$ cat config.mk
export PLATFORM = sky130hd
export DESIGN_NAME = ncrb_node_config_register_bank
export DESIGN_NICKNAME = d
export VERILOG_FILES = /design/src/ncrb_node_config_register_bank.v
export VERILOG_INCLUDE_DIRS = /design/src /design/src/src
export SDC_FILE = /design/constraint.sdc
export NUM_CORES = 1
export LEC_CHECK = 0
export ABC_AREA = 1
export ABC_CLOCK_PERIOD_IN_PS = 1900
export BUFFER_PORTS_ARGS = -buffer_cell sky130_fd_sc_hd__buf_2
export CAP_MARGIN = 40
export CORE_MARGIN = 5
export CORE_UTILIZATION = 50
export DETAILED_ROUTE_END_ITERATION = 12
export GPL_TIMING_DRIVEN = 0
export PLACE_DENSITY = 0.78
export SLEW_MARGIN = 15
export SYNTH_ARGS = -nofsm -noshare
export SYNTH_HDL_FRONTEND = slang
export SYNTH_SLANG_ARGS = --single-unit
$ cat constraint.sdc
create_clock -name i_clk -period 1.9 [get_ports i_clk]
set_input_delay 0.38 -clock i_clk [delete_from_list [all_inputs] [get_ports i_clk]]
set_output_delay 0.38 -clock i_clk [all_outputs]
set_load 0.02 [all_outputs]
$ cat src/ncrb_regs.vh
// Register numbers, field positions and reset values of the node register bank
`ifndef NCRB_REGS_VH
`define NCRB_REGS_VH

// ----------------------------------------------------------------------
// Register numbers
// ----------------------------------------------------------------------
`define NCRB_REG_NODE_IDENTIFICATION 8'h00
`define NCRB_REG_SWITCH_TOPOLOGY 8'h01
`define NCRB_REG_SWITCH_LOCK_HDR 8'h04
`define NCRB_REG_NODE_NUMBER 8'h05
`define NCRB_REG_PLL_MULT_DIV 8'h06
`define NCRB_REG_SWITCH_CLK_RATIO 8'h07
`define NCRB_REG_REF_CLK_RATIO 8'h08
`define NCRB_REG_TEST_PART_CODE 8'h09
`define NCRB_REG_TEST_USER_CODE 8'h0A
`define NCRB_REG_ROUTE_DIRS_LOW 8'h0C
`define NCRB_REG_ROUTE_DIRS_HIGH 8'h0D
`define NCRB_REG_DEBUG_PIN_TILE0 8'h10

// ----------------------------------------------------------------------
// Field positions
// ----------------------------------------------------------------------
`define NCRB_LOCK_CTRL_BIT 31
`define NCRB_LOCK_PLL_BIT 8
`define NCRB_HDR_ONE_BYTE_BIT 0
`define NCRB_PLL_NO_RESET_BIT 31
`define NCRB_PLL_NO_RELOCK_WAIT_BIT 30
`define NCRB_PLL_BYPASS_BIT 29
`define NCRB_PLL_TAP_BOOT_BIT 28
`define NCRB_PLL_OD_HI 25
`define NCRB_PLL_OD_LO 23
`define NCRB_PLL_F_HI 20
`define NCRB_PLL_F_LO 8
`define NCRB_PLL_R_HI 6
`define NCRB_PLL_R_LO 0
`define NCRB_DBG_REQ_EN_BIT 1
`define NCRB_DBG_DRIVE_EN_BIT 0

// ----------------------------------------------------------------------
// Reset values
// ----------------------------------------------------------------------
`define NCRB_RST_SWITCH_CLK_RATIO 16'h0000
`define NCRB_RST_REF_CLK_RATIO 16'h0003
`define NCRB_RST_NODE_NUMBER 16'h0000
`define NCRB_RST_PLL_SETTINGS 32'h00000000

`endif

$ cat src/ncrb_node_config_register_bank.v
// Node configuration register bank with packet direction lookup
`timescale 1ns/1ns
`default_nettype none
`include "ncrb_regs.vh"

module ncrb_node_config_register_bank #(
	parameter [7:0] SWITCH_REVISION = 8'h01,
	parameter [7:0] SWITCH_VERSION = 8'h01,
	parameter [7:0] NUM_SERIAL_LINKS = 8'h08,
	parameter [7:0] NUM_SWITCH_PROCS = 8'h02,
	parameter [7:0] NUM_DEVICE_PROCS = 8'h02,
	// Arbitrary neutral value
	parameter [31:0] PART_CODE = 32'h00000001,
	// Arbitrary neutral value
	parameter [17:0] FIXABLE_ID_CODE = 18'h00001
) (
	// Clock and reset
	input wire i_clk,
	input wire i_rst_b,
	// Configuration access
	input wire i_cfg_wr,
	input wire i_cfg_rd,
	input wire [7:0] i_cfg_num,
	input wire [31:0] i_cfg_wdata,
	output reg [31:0] o_cfg_rdata,
	output reg o_cfg_rvalid,
	output reg o_cfg_wr_refused,
	// Straps and fuses
	input wire [7:0] i_boot_control_pins,
	input wire [13:0] i_otp_user_code,
	// PLL and clock control
	output wire [2:0] o_pll_output_divider,
	output wire [12:0] o_pll_feedback_mult,
	output wire [6:0] o_pll_input_divider,
	output wire o_pll_bypass,
	output wire o_boot_from_test_port,
	output wire o_pll_no_relock_wait,
	output reg o_pll_update,
	output reg o_tile_reset,
	output wire [15:0] o_switch_clock_ratio,
	output wire [15:0] o_reference_clock_ratio,
	output wire o_one_byte_headers,
	// Packet routing
	input wire [15:0] i_route_dest,
	output reg [3:0] o_route_dir,
	output reg o_route_local,
	// Debug coupling for tile 0
	input wire i_global_debug_line,
	input wire i_core_in_debug,
	output reg o_debug_request,
	output reg o_global_debug_drive
);

	// ------------------------------------------------------------------
	// Register state
	// ------------------------------------------------------------------
	reg [7:0] boot_pins_reg;
	reg boot_caught_reg;
	reg lock_ctrl_reg;
	reg lock_pll_reg;
	reg one_byte_hdr_reg;
	reg [15:0] node_number_reg;
	reg [31:0] pll_settings_reg;
	reg [15:0] switch_clk_ratio_reg;
	reg [15:0] ref_clk_ratio_reg;
	reg [31:0] route_dirs_low_reg;
	reg [31:0] route_dirs_high_reg;
	reg dbg_req_en_reg;
	reg dbg_drive_en_reg;
	wire [63:0] dirs_all;
	wire is_pll;
	wire is_lock;
	wire write_ok;
	reg hit_ident;
	reg hit_topo;
	reg hit_node;
	reg hit_sw_clk;
	reg hit_ref_clk;
	reg hit_part;
	reg hit_user;
	reg hit_dirs_low;
	reg hit_dirs_high;
	reg hit_debug;
	reg [31:0] rdata_next;

	// ------------------------------------------------------------------
	// Register number decode
	// ------------------------------------------------------------------
	always @*
	begin
		hit_ident = 1'b0;
		hit_topo = 1'b0;
		hit_node = 1'b0;
		hit_sw_clk = 1'b0;
		hit_ref_clk = 1'b0;
		hit_part = 1'b0;
		hit_user = 1'b0;
		hit_dirs_low = 1'b0;
		hit_dirs_high = 1'b0;
		hit_debug = 1'b0;
		if (i_cfg_num == `NCRB_REG_NODE_IDENTIFICATION)
			hit_ident = 1'b1;
		else if (i_cfg_num == `NCRB_REG_SWITCH_TOPOLOGY)
			hit_topo = 1'b1;
		else if (i_cfg_num == `NCRB_REG_NODE_NUMBER)
			hit_node = 1'b1;
		else if (i_cfg_num == `NCRB_REG_SWITCH_CLK_RATIO)
			hit_sw_clk = 1'b1;
		else if (i_cfg_num == `NCRB_REG_REF_CLK_RATIO)
			hit_ref_clk = 1'b1;
		else if (i_cfg_num == `NCRB_REG_TEST_PART_CODE)
			hit_part = 1'b1;
		else if (i_cfg_num == `NCRB_REG_TEST_USER_CODE)
			hit_user = 1'b1;
		else if (i_cfg_num == `NCRB_REG_ROUTE_DIRS_LOW)
			hit_dirs_low = 1'b1;
		else if (i_cfg_num == `NCRB_REG_ROUTE_DIRS_HIGH)
			hit_dirs_high = 1'b1;
		else if (i_cfg_num == `NCRB_REG_DEBUG_PIN_TILE0)
			hit_debug = 1'b1;
	end

	assign dirs_all = {route_dirs_high_reg, route_dirs_low_reg};
	assign is_pll = (i_cfg_num == `NCRB_REG_PLL_MULT_DIV);
	assign is_lock = (i_cfg_num == `NCRB_REG_SWITCH_LOCK_HDR);
	// Lock register itself stays writable so software can release locks
	assign write_ok = is_pll ? ~lock_pll_reg :
		(is_lock | ~lock_ctrl_reg);

	// ------------------------------------------------------------------
	// Boot pin capture
	// ------------------------------------------------------------------
	// Pins caught once, first clock after reset release
	always @(posedge i_clk)
	begin
		if (!i_rst_b)
		begin
			boot_caught_reg <= 1'b0;
			boot_pins_reg <= 8'h00;
		end
		else if (!boot_caught_reg)
		begin
			boot_pins_reg <= i_boot_control_pins;
			boot_caught_reg <= 1'b1;
		end
	end

	// ------------------------------------------------------------------
	// Write path
	// ------------------------------------------------------------------
	always @(posedge i_clk)
	begin
		if (!i_rst_b)
		begin
			lock_ctrl_reg <= 1'b0;
			lock_pll_reg <= 1'b0;
			one_byte_hdr_reg <= 1'b0;
			node_number_reg <= `NCRB_RST_NODE_NUMBER;
			pll_settings_reg <= `NCRB_RST_PLL_SETTINGS;
			switch_clk_ratio_reg <= `NCRB_RST_SWITCH_CLK_RATIO;
			ref_clk_ratio_reg <= `NCRB_RST_REF_CLK_RATIO;
			route_dirs_low_reg <= 32'h00000000;
			route_dirs_high_reg <= 32'h00000000;
			dbg_req_en_reg <= 1'b0;
			dbg_drive_en_reg <= 1'b0;
			o_pll_update <= 1'b0;
			o_tile_reset <= 1'b0;
			o_cfg_wr_refused <= 1'b0;
		end
		else
		begin
			o_pll_update <= 1'b0;
			o_tile_reset <= 1'b0;
			o_cfg_wr_refused <= i_cfg_wr & ~write_ok;
			if (i_cfg_wr && write_ok)
			begin
				if (is_lock)
				begin
					lock_ctrl_reg <= i_cfg_wdata[`NCRB_LOCK_CTRL_BIT];
					lock_pll_reg <= i_cfg_wdata[`NCRB_LOCK_PLL_BIT];
					one_byte_hdr_reg <= i_cfg_wdata[`NCRB_HDR_ONE_BYTE_BIT];
				end
				else if (i_cfg_num == `NCRB_REG_NODE_NUMBER)
				begin
					node_number_reg <= i_cfg_wdata[15:0];
				end
				else if (is_pll)
				begin
					// Reserved bits 27:26, 22:21 and 7 dropped
					pll_settings_reg <= i_cfg_wdata & 32'hF39FFF7F;
					o_pll_update <= 1'b1;
					o_tile_reset <= ~i_cfg_wdata[`NCRB_PLL_NO_RESET_BIT];
				end
				else if (i_cfg_num == `NCRB_REG_SWITCH_CLK_RATIO)
				begin
					switch_clk_ratio_reg <= i_cfg_wdata[15:0];
				end
				else if (i_cfg_num == `NCRB_REG_REF_CLK_RATIO)
				begin
					ref_clk_ratio_reg <= i_cfg_wdata[15:0];
				end
				else if (i_cfg_num == `NCRB_REG_ROUTE_DIRS_LOW)
				begin
					route_dirs_low_reg <= i_cfg_wdata;
				end
				else if (i_cfg_num == `NCRB_REG_ROUTE_DIRS_HIGH)
				begin
					route_dirs_high_reg <= i_cfg_wdata;
				end
				else if (i_cfg_num == `NCRB_REG_DEBUG_PIN_TILE0)
				begin
					dbg_req_en_reg <= i_cfg_wdata[`NCRB_DBG_REQ_EN_BIT];
					dbg_drive_en_reg <= i_cfg_wdata[`NCRB_DBG_DRIVE_EN_BIT];
				end
			end
		end
	end

	// ------------------------------------------------------------------
	// Read path
	// ------------------------------------------------------------------
	always @*
	begin
		rdata_next = 32'h00000000;
		if (hit_ident)
			rdata_next = {8'h00, boot_pins_reg, SWITCH_REVISION,
				SWITCH_VERSION};
		else if (hit_topo)
			rdata_next = {8'h00, NUM_SERIAL_LINKS, NUM_SWITCH_PROCS,
				NUM_DEVICE_PROCS};
		else if (is_lock)
			rdata_next = {lock_ctrl_reg, 22'h000000, lock_pll_reg,
				7'h00, one_byte_hdr_reg};
		else if (hit_node)
			rdata_next = {16'h0000, node_number_reg};
		else if (is_pll)
			rdata_next = pll_settings_reg;
		else if (hit_sw_clk)
			rdata_next = {16'h0000, switch_clk_ratio_reg};
		else if (hit_ref_clk)
			rdata_next = {16'h0000, ref_clk_ratio_reg};
		else if (hit_part)
			rdata_next = PART_CODE;
		else if (hit_user)
			rdata_next = {i_otp_user_code, FIXABLE_ID_CODE};
		else if (hit_dirs_low)
			rdata_next = route_dirs_low_reg;
		else if (hit_dirs_high)
			rdata_next = route_dirs_high_reg;
		else if (hit_debug)
			rdata_next = {30'h0000000, dbg_req_en_reg, dbg_drive_en_reg};
	end

	always @(posedge i_clk)
	begin
		if (!i_rst_b)
		begin
			o_cfg_rdata <= 32'h00000000;
			o_cfg_rvalid <= 1'b0;
		end
		else
		begin
			o_cfg_rvalid <= i_cfg_rd;
			if (i_cfg_rd)
				o_cfg_rdata <= rdata_next;
		end
	end

	// ------------------------------------------------------------------
	// Routing lookup
	// ------------------------------------------------------------------
	wire [15:0] mismatch;
	wire [15:0] higher_diff;
	wire [15:0] top_diff;
	wire [3:0] dir_pick [0:15];
	reg [3:0] dir_next;
	integer k;
	genvar g;

	assign mismatch = i_route_dest ^ node_number_reg;

	// Per dimension: flag the most significant differing bit and pass
	// only its direction nibble, so at most one nibble is non-zero
	generate
		for (g = 0; g < 16; g = g + 1)
		begin : g_dim
			if (g == 15)
			begin : g_msb
				assign higher_diff[g] = 1'b0;
			end
			else
			begin : g_rest
				assign higher_diff[g] = higher_diff[g + 1] | mismatch[g + 1];
			end
			assign top_diff[g] = mismatch[g] & ~higher_diff[g];
			assign dir_pick[g] = top_diff[g] ?
				dirs_all[4 * g + 3:4 * g] : 4'h0;
		end
	endgenerate

	// Local delivery shows the dimension 0 entry
	always @*
	begin
		dir_next = (mismatch == 16'h0000) ? dirs_all[3:0] : 4'h0;
		for (k = 0; k < 16; k = k + 1)
			dir_next = dir_next | dir_pick[k];
	end

	always @(posedge i_clk)
	begin
		if (!i_rst_b)
		begin
			o_route_dir <= 4'h0;
			o_route_local <= 1'b0;
		end
		else
		begin
			o_route_dir <= dir_next;
			o_route_local <= (mismatch == 16'h0000);
		end
	end

	// ------------------------------------------------------------------
	// Debug line coupling for tile 0
	// ------------------------------------------------------------------
	always @(posedge i_clk)
	begin
		if (!i_rst_b)
		begin
			o_debug_request <= 1'b0;
			o_global_debug_drive <= 1'b0;
		end
		else
		begin
			o_debug_request <= dbg_req_en_reg &
				i_global_debug_line;
			o_global_debug_drive <= dbg_drive_en_reg &
				i_core_in_debug;
		end
	end

	// ------------------------------------------------------------------
	// Control outputs
	// ------------------------------------------------------------------
	assign o_pll_output_divider =
		pll_settings_reg[`NCRB_PLL_OD_HI:`NCRB_PLL_OD_LO];
	assign o_pll_feedback_mult =
		pll_settings_reg[`NCRB_PLL_F_HI:`NCRB_PLL_F_LO];
	assign o_pll_input_divider =
		pll_settings_reg[`NCRB_PLL_R_HI:`NCRB_PLL_R_LO];
	assign o_pll_bypass = pll_settings_reg[`NCRB_PLL_BYPASS_BIT];
	assign o_boot_from_test_port =
		pll_settings_reg[`NCRB_PLL_TAP_BOOT_BIT];
	assign o_pll_no_relock_wait =
		pll_settings_reg[`NCRB_PLL_NO_RELOCK_WAIT_BIT];
	assign o_switch_clock_ratio = switch_clk_ratio_reg;
	assign o_reference_clock_ratio = ref_clk_ratio_reg;
	assign o_one_byte_headers = one_byte_hdr_reg;

endmodule

`default_nettype wire

==> results of run 1 <==
cell type report:
class / instances / area, µm² / share of cell area, %
multi-input combinational: 853 / 4520 / 38.6
sequential: 196 / 3930 / 33.6
timing repair buffer: 210 / 1200 / 10.3
inverter: 140 / 549 / 4.70
buffer: 87 / 548 / 4.69
clock buffer: 19 / 443 / 3.79
tap: 229 / 287 / 2.45
clock inverter: 13 / 213 / 1.82
timing repair:
| item | 4_1_cts | 5_1_grt |
|---|---|---|
| buffers inserted | 5 | 18 |
| gates resized for setup | 29 | 139 |
| pin swaps | 9 | 30 |
| endpoints found under the hold margin | 0 | 0 |
| endpoints found under the setup margin | 94 | 161 |
| cloned | 0 | 3 |
through the flow:
| stage | hold slack, ps | total power, µW | cell area [µm²] | setup TNS (ps) |
|---|---|---|---|---|
| after floorplan | 408 | 4490 | 9040 | 0 |
| after global placement | 436 | 4750 | 10200 | -80710 |
| after detailed placement | 442 | 4760 | 10200 | -86490 |
| after CTS | 46.0 | 8720 | 11000 | 0 |
| after global routing | 160 | 9020 | 11700 | -4200 |
| final | 155 | 8800 | 11700 | -2730 |
routing by layer:
layer | vias to the layer above | track usage, % | share of wire, %
met1 | 4626 | 44.6 | 40
met2 | 634 | 51.4 | 45
li1 | 4662 | - | -
met5 | - | 0 | 0
met4 | 0 | 15.5 | 4.4
met3 | 115 | 7.28 | 11
worst max-delay path by stage:
| stage | endpoint | slack, ps | cells past startpoint |
|---|---|---|---|
| after detailed placement | o_cfg_rdata[4]$_SDFFE_PN0P_ | -880 | 13 |
| final | pll_settings_reg[9]$_SDFFE_PN0P_ | -150 | 16 |
| after CTS | route_dirs_low_reg[30]$_SDFFE_PN0P_ | 3 | 13 |
| after global routing | pll_settings_reg[9]$_SDFFE_PN0P_ | -180 | 14 |
| after floorplan | pll_settings_reg[28]$_SDFFE_PN0P_ | 5 | 15 |
| after global placement | o_cfg_rdata[4]$_SDFFE_PN0P_ | -900 | 13 |
cells by family (layout without fill, tap and decap cells):
group           after synthesis  count (layout)  share of synthesized area [%]
compound gates              344             344                           21.3
buf+inv                     229             469                           11.0
xor+xnor                     11              11                           1.07
simple gates                498             498                           23.0
flops                       196             196                           43.6
worst reg2reg max path, cell delays in order, from the launching register on:
cell and delay (ps):
dfxtp_2 330, inv_2 80, nand2_2 60, nand2_2 100
nand2_4 70, nor2_4 220, nand2_4 110, nor2_4 150
nand2_2 100, nor2_4 120, nand2_1 70, nand2_1 60
inv_1 40, nand4_1 80, nand2_1 50, inv_1 60
report_power, final:
group | internal (µW) | switching, µW
sequential | 4130 | 17.1
clock | 2290 | 1760
combinational | 175 | 422
placed cells by master (no fill, tap or decap), types with 33 or more instances in the layout:
cell / synthesis / layout
inv_1: 129 / 124
o21ai_0: 98 / 96
a211oi_1: 33 / 33
buf_2: 20 / 192
dfxtp_1: 196 / 190
nand3_1: 49 / 44
nor2_1: 187 / 160
nand2_1: 220 / 208
buf_4: 27 / 49
a21oi_1: 148 / 146
==> summary.md, run 1 <==
| Metric | Value |
|---|---|
| CTS H-Tree Depth | `4` |
| DIE AREA | `0.0208 mm²` |
| Most instantiated library cell after synthesis | `nand2_1` |
| HP Class | `input pin to flop` |
| Slowest CP cell | `nor2_4` |
| Syn nets | `1362` |
| CP Buf/Inv Count | `5` |
| Post-CTS Hold Buffers | `0` |
| Reg-to-reg endpoint | `o_route_dir[2]$_SDFF_PN0_` |
| Min Tclk post-route | `2050 ps` |
| Failing checks | `setup timing` |
| Commonest cells post-synth | `nand2_1 (220), dfxtp_1 (196), nor2_1 (187)` |
| Detail Route Antenna Nets | `0` |
| Global Route Usage Sum | `33.3%` |
| Crit end category | `flop` |
| Avg Vias per Cell | `5.75` |
| Clock-pin slew on the worst setup and hold paths | `70 ps` |
| Yosys cell types | `33` |
| Lkg Pwr | `0.00510 µW` |
| Max clock buf depth | `2` |
| IO Count | `186` |
| Starting DRC count in detailed routing | `1232` |
| Maximum VDD drop | `0.651 mV` |
| Largest net degree at the start of global routing | `19` |
| Synth-to-Final Area Change | `29.9%` |
| Crit path kind | `input pin to flop` |
| Root buf cell | `clkbuf_16` |
| CORE AREA | `0.0178 mm²` |
| Power Dens Cells | `753 mW/mm²` |
| YS warnings | `0` |
| Ranking of synthesized cells by area | `dfxtp_1 (44%), nand2_1 (9.2%), a21oi_1 (8.2%)` |
| DRC Markers | `0` |
| Critical Path Max Stage Delay | `270 ps` |
| Fraction of layout cells with a size suffix above 1 | `26.4%` |
| Antenna violations before repair | `0` |
| Die W | `144 µm` |
| CP delay by family, top | `simple AND/OR/NAND/NOR gates` |
| Final Non-Filler Cells | `1747` |
| Cells on worst reg2reg path | `15` |
| Max-slew violations | `0` |
| Critical path launch point type | `input pin` |
| Initial Util | `50.4%` |
| Rel. slew slack | `44.8%` |
| Final weighted congestion in routability-driven placement | `1.03` |
| Vias in the first global route | `9104` |
| Status | `complete, but fails checks` |
| CP required | `2240 ps` |
| Count of final setup violators | `28` |
| Filler instances | `1585` |
| Hold path depth | `3` |
| Top FF cell, synth | `dfxtp_1` |
| Post-DP HPWL | `27000 µm` |
| HP Start | `i_global_debug_line` |
| Max-cap violations | `0` |
| Total gr overflow | `0` |
| Ant. Diodes | `0` |
| Critical Path, Cell by Cell | `buf_6 > nor2_4 > nand3_4 > inv_6 > nand2_4 > nor2_4 > inv_4 > nand3_4 > nand2_4 > nor2_8 > nand2_4 > nor2_4 > clkinv_4 > clkbuf_16 > nor2_4 > nor2_1` |
| Final core utilization | `65.5%` |
| Num CTS Buffers | `17` |
| Vias | `10037` |
| Die height | `144 µm` |
| R2R setup slack | `160 ps` |
| Crit path max fanout | `8` |
| Synth Cell Area | `0.00900 mm²` |
| TritonCTS clock tree | `yes` |
| Buffers on Ports | `184` |
| Final nets | `1589` |
| Crit path from | `i_cfg_num[5]` |
| Mapped Cells | `1278` |
| Hold-critical path endpoint | `o_debug_request$_SDFF_PN0_` |
| DR WL/cell | `20.7 µm` |
| EDFF count, synth | `0` |
| FFs w/ async S/R, synth | `0%` |
| Register area share after synthesis | `43.6%` |
| Max Clk Rate | `0.488 GHz` |
| Worst R2R Start | `node_number_reg[15]$_SDFFE_PN0P_` |
| Final Hold Viols | `0` |
| Final WS setup | `-147 ps` |
| First-pass GRT wire length | `52400 µm` |
| Most frequent CP cell | `nor2_4` |
| Worst skew pair latency | `450 ps` |
| Final worst-path cycle share | `108%` |
| Critical path arrival | `2390 ps` |
| Top-area cell type share of the netlist area | `43.6%` |
| Worst-margin pin slew | `828 ps` |
| Synthesized area per cell | `7.04 µm²` |
| Largest area contributor in the netlist | `dfxtp_1` |
| DRT Wirelength | `36200 µm` |
| Post-place setup slack | `-884 ps` |
| # rows | `49` |
| Placed Cells incl. Taps | `1691` |
| Sink Count | `196` |
| First-pass DRT Iterations | `6` |
| Clk_skew | `8.55 ps` |
| Register bit total from synthesis | `196` |
| RSZ-0062 raised after global routing | `true` |
(Power assumes the default switching activity.)
==> run 2: changes to the inputs <==
- SKIP_LAST_GASP: not set -> 1
==> run 2 against run 1 <==
First-iteration DRC count shrank 3.7%. Non-clock buffer count is the same. Sequential power is essentially flat. Clock power is essentially flat. Total power grew 0.29%. Final cell count is the same. Setup slack gained 18 ps. The flow still finishes with violations (setup timing). Highest routed layer unchanged. Cell area shrank 0.17%. Die area is the same. Sequential cell count is the same.
==> summary.md, run 2 (same netlist as run 1, synthesis figures left out) <==
| Metric | Value |
|---|---|
| Vias | `9993 (-0.44%)` |
| Status | `complete, but fails checks` |
| Total gr overflow | `0 (unchanged)` |
| Crit path kind | `input pin to flop` |
| DRC Markers | `0 (unchanged)` |
| Slowest CP cell | `nor2_4` |
| Sink Count | `196 (unchanged)` |
| First-pass DRT Iterations | `6 (unchanged)` |
| TritonCTS clock tree | `yes` |
| Maximum VDD drop | `0.647 mV (-0.61%)` |
| Clock-pin slew on the worst setup and hold paths | `80 ps (about the same)` |
| Power Dens Cells | `756 mW/mm² (+0.46%)` |
| Clk_skew | `10.9 ps (+2.40 ps)` |
| Max-slew violations | `0 (unchanged)` |
| Most common cell after layout, fill and taps aside | `nand2_1` |
| HP Class | `input pin to flop` |
| Vias in the first global route | `9104 (unchanged)` |
| Filler instances | `1588 (+0.19%)` |
| Final Cell Area | `0.0117 mm² (-0.17%)` |
| Critical Path Max Stage Delay | `270 ps (about the same)` |
| Clk pwr share | `46.2% (+0.2 points)` |
| Max Clk Rate | `0.493 GHz (+0.87%)` |
| DRT Wirelength | `36200 µm (about the same)` |
| Final worst-path cycle share | `107% (-0.93 points)` |
| Fraction of layout cells with a size suffix above 1 | `26.1% (-0.33 points)` |
| Internal | `6600 µW (about the same)` |
| Buffers on Ports | `184 (unchanged)` |
| Max clock buf depth | `2 (unchanged)` |
| Lkg Pwr | `0.00509 µW (-0.15%)` |
| Switching pwr | `2220 µW (+1.1%)` |
| Critical path arrival | `2380 ps (about the same)` |
| Global Route Usage Sum | `33.3% (unchanged)` |
| Sw Share | `25.2% (+0.21 points)` |
| Avg Vias per Cell | `5.72 (-0.44%)` |
| # rows | `49 (unchanged)` |
| Max-cap violations | `0 (unchanged)` |
| Num CTS Buffers | `17 (unchanged)` |
| Placed inst area | `0.0102 mm² (unchanged)` |
| Most frequent cells in the layout | `nand2_1 (209), buf_2 (193), dfxtp_1 (191), nor2_1 (160), a21oi_1 (146)` |
| First-pass GRT wire length | `52400 µm (unchanged)` |
| CORE AREA | `0.0178 mm² (unchanged)` |
| Root buf cell | `clkbuf_16` |
| Final nets | `1589 (unchanged)` |
| Worst hold slack | `154 ps (-1.48 ps)` |
| Crit path max fanout | `8 (unchanged)` |
| Count of final setup violators | `30 (+7.1%)` |
| Final Hold Viols | `0 (unchanged)` |
| Final weighted congestion in routability-driven placement | `1.03 (unchanged)` |
| Die W | `144 µm (unchanged)` |
| CP required | `2250 ps (about the same)` |
| RSZ-0062 raised after global routing | `true` |
| Crit end category | `flop` |
| Die height | `144 µm (unchanged)` |
| DR WL/cell | `20.7 µm (about the same)` |
| CTS H-Tree Depth | `4 (unchanged)` |
| Largest net degree at the start of global routing | `19 (unchanged)` |
| Sequential Power Share | `47.0% (-0.2 points)` |
| Comb pwr share | `6.8% (about the same)` |
| Post-CTS Hold Buffers | `0 (unchanged)` |
| DIE AREA | `0.0208 mm² (unchanged)` |
| Initial Util | `50.4% (unchanged)` |
| Failing checks | `setup timing` |
| Detail Route Antenna Nets | `0 (unchanged)` |
| Ant. Diodes | `0 (unchanged)` |
| Final WS setup | `-130 ps (+17.6 ps)` |
| Min Tclk post-route | `2030 ps (-17.6 ps)` |
| Antenna violations before repair | `0 (unchanged)` |
| Post-DP HPWL | `27000 µm (unchanged)` |
| Worst-margin pin slew | `815 ps (-13.5 ps)` |
| Rel. slew slack | `45.7% (+0.90 points)` |
| Worst skew pair latency | `450 ps (about the same)` |
| IO Count | `186 (unchanged)` |
| Critical Path, Cell by Cell | `buf_2 > inv_1 > nand3_4 > inv_6 > nand2_4 > nor2_4 > inv_4 > nand3_4 > nand2_4 > nor2_8 > nand2_4 > nor2_4 > clkinv_4 > clkbuf_16 > nor2_4 > nor2_1` |
| Synth-to-Final Area Change | `29.7%` |
| Critical path launch point type | `input pin` |
| Starting DRC count in detailed routing | `1187 (-3.7%)` |
==> run 2: cell types whose count changed in the layout (fill, tap and decap cells not counted), sizes merged <==
cell and delta:
clkbuf -1, buf +1
==> run 2: per-layer routing <==
layer  wire length (µm)  share of wire (%)  vias to the layer above  global-route usage, %
met5                  0                  0                        -                      0
met2              16200                 45                      642                   51.4
met1              14600                 40                     4583                   44.6
li1                   -                  -                     4659                      -
met3               3740                 10                      109                   7.28
met4               1640                4.5                        0                   15.5
==> run 2: cell type report <==
cell class | count | area [µm²] | share of cell area, %
tap | 229 | 287 | 2.45
clock inverter | 13 | 213 | 1.82
timing repair buffer | 210 | 1200 | 10.3
inverter | 140 | 549 | 4.71
buffer | 87 | 544 | 4.66
clock buffer | 19 | 443 | 3.80
sequential | 196 | 3930 | 33.7
multi-input combinational | 853 | 4500 | 38.6
==> run 2: critical path, delay by kind of cell <==
family	cells	cell delay, ps
AND/OR/NAND/NOR	10	1240
buffers and inverters	6	750
==> run 2: power groups by stage <==
| stage | combinational [µW] | sequential [µW] | clock, µW |
|---|---|---|---|
| floorplan | 226 | 4260 | 0 |
| global placement | 503 | 4250 | 0 |
| detailed placement | 509 | 4250 | 0 |
| CTS | 526 | 4150 | 4050 |
| global route | 627 | 4150 | 4240 |
| finish | 596 | 4150 | 4080 |
==> run 2: final timing paths <==
path	to	slack, ps	start	cells after the start
min	o_debug_request$_SDFF_PN0_	150	i_global_debug_line	3
max	pll_settings_reg[9]$_SDFFE_PN0P_	-130	i_cfg_num[6]	16
max reg2reg	o_route_dir[0]$_SDFF_PN0_	150	node_number_reg[10]$_SDFFE_PN0P_	12
min reg2reg	o_debug_request$_SDFF_PN0_	460	dbg_req_en_reg$_SDFFE_PN0P_	2
==> run 2: repair_timing <==
action                                  4_1_cts  5_1_grt
pin swaps                                     9       30
buffers inserted                              5       18
cloned                                        0        3
resized for setup                            29      132
endpoints found under the setup margin       94      161
==> run 2: per-stage QoR <==
| step | util (%) | worst slack (ps) | cells | TNS (ps) | power (µW) |
|---|---|---|---|---|---|
| 2_1_floorplan | - | 4.56 | 1278 | 0 | 4490 |
| 3_3_place_gp | 57.4 | -900 | 1691 | -80710 | 4750 |
| 3_5_place_dp | 57.4 | -884 | 1691 | -86490 | 4760 |
| 4_1_cts | 61.8 | 3.06 | 1728 | 0 | 8720 |
| 5_1_grt | 65.4 | -181 | 1747 | -4640 | 9020 |
| 6_report | 65.4 | -130 | 1747 | -2240 | 8830 |
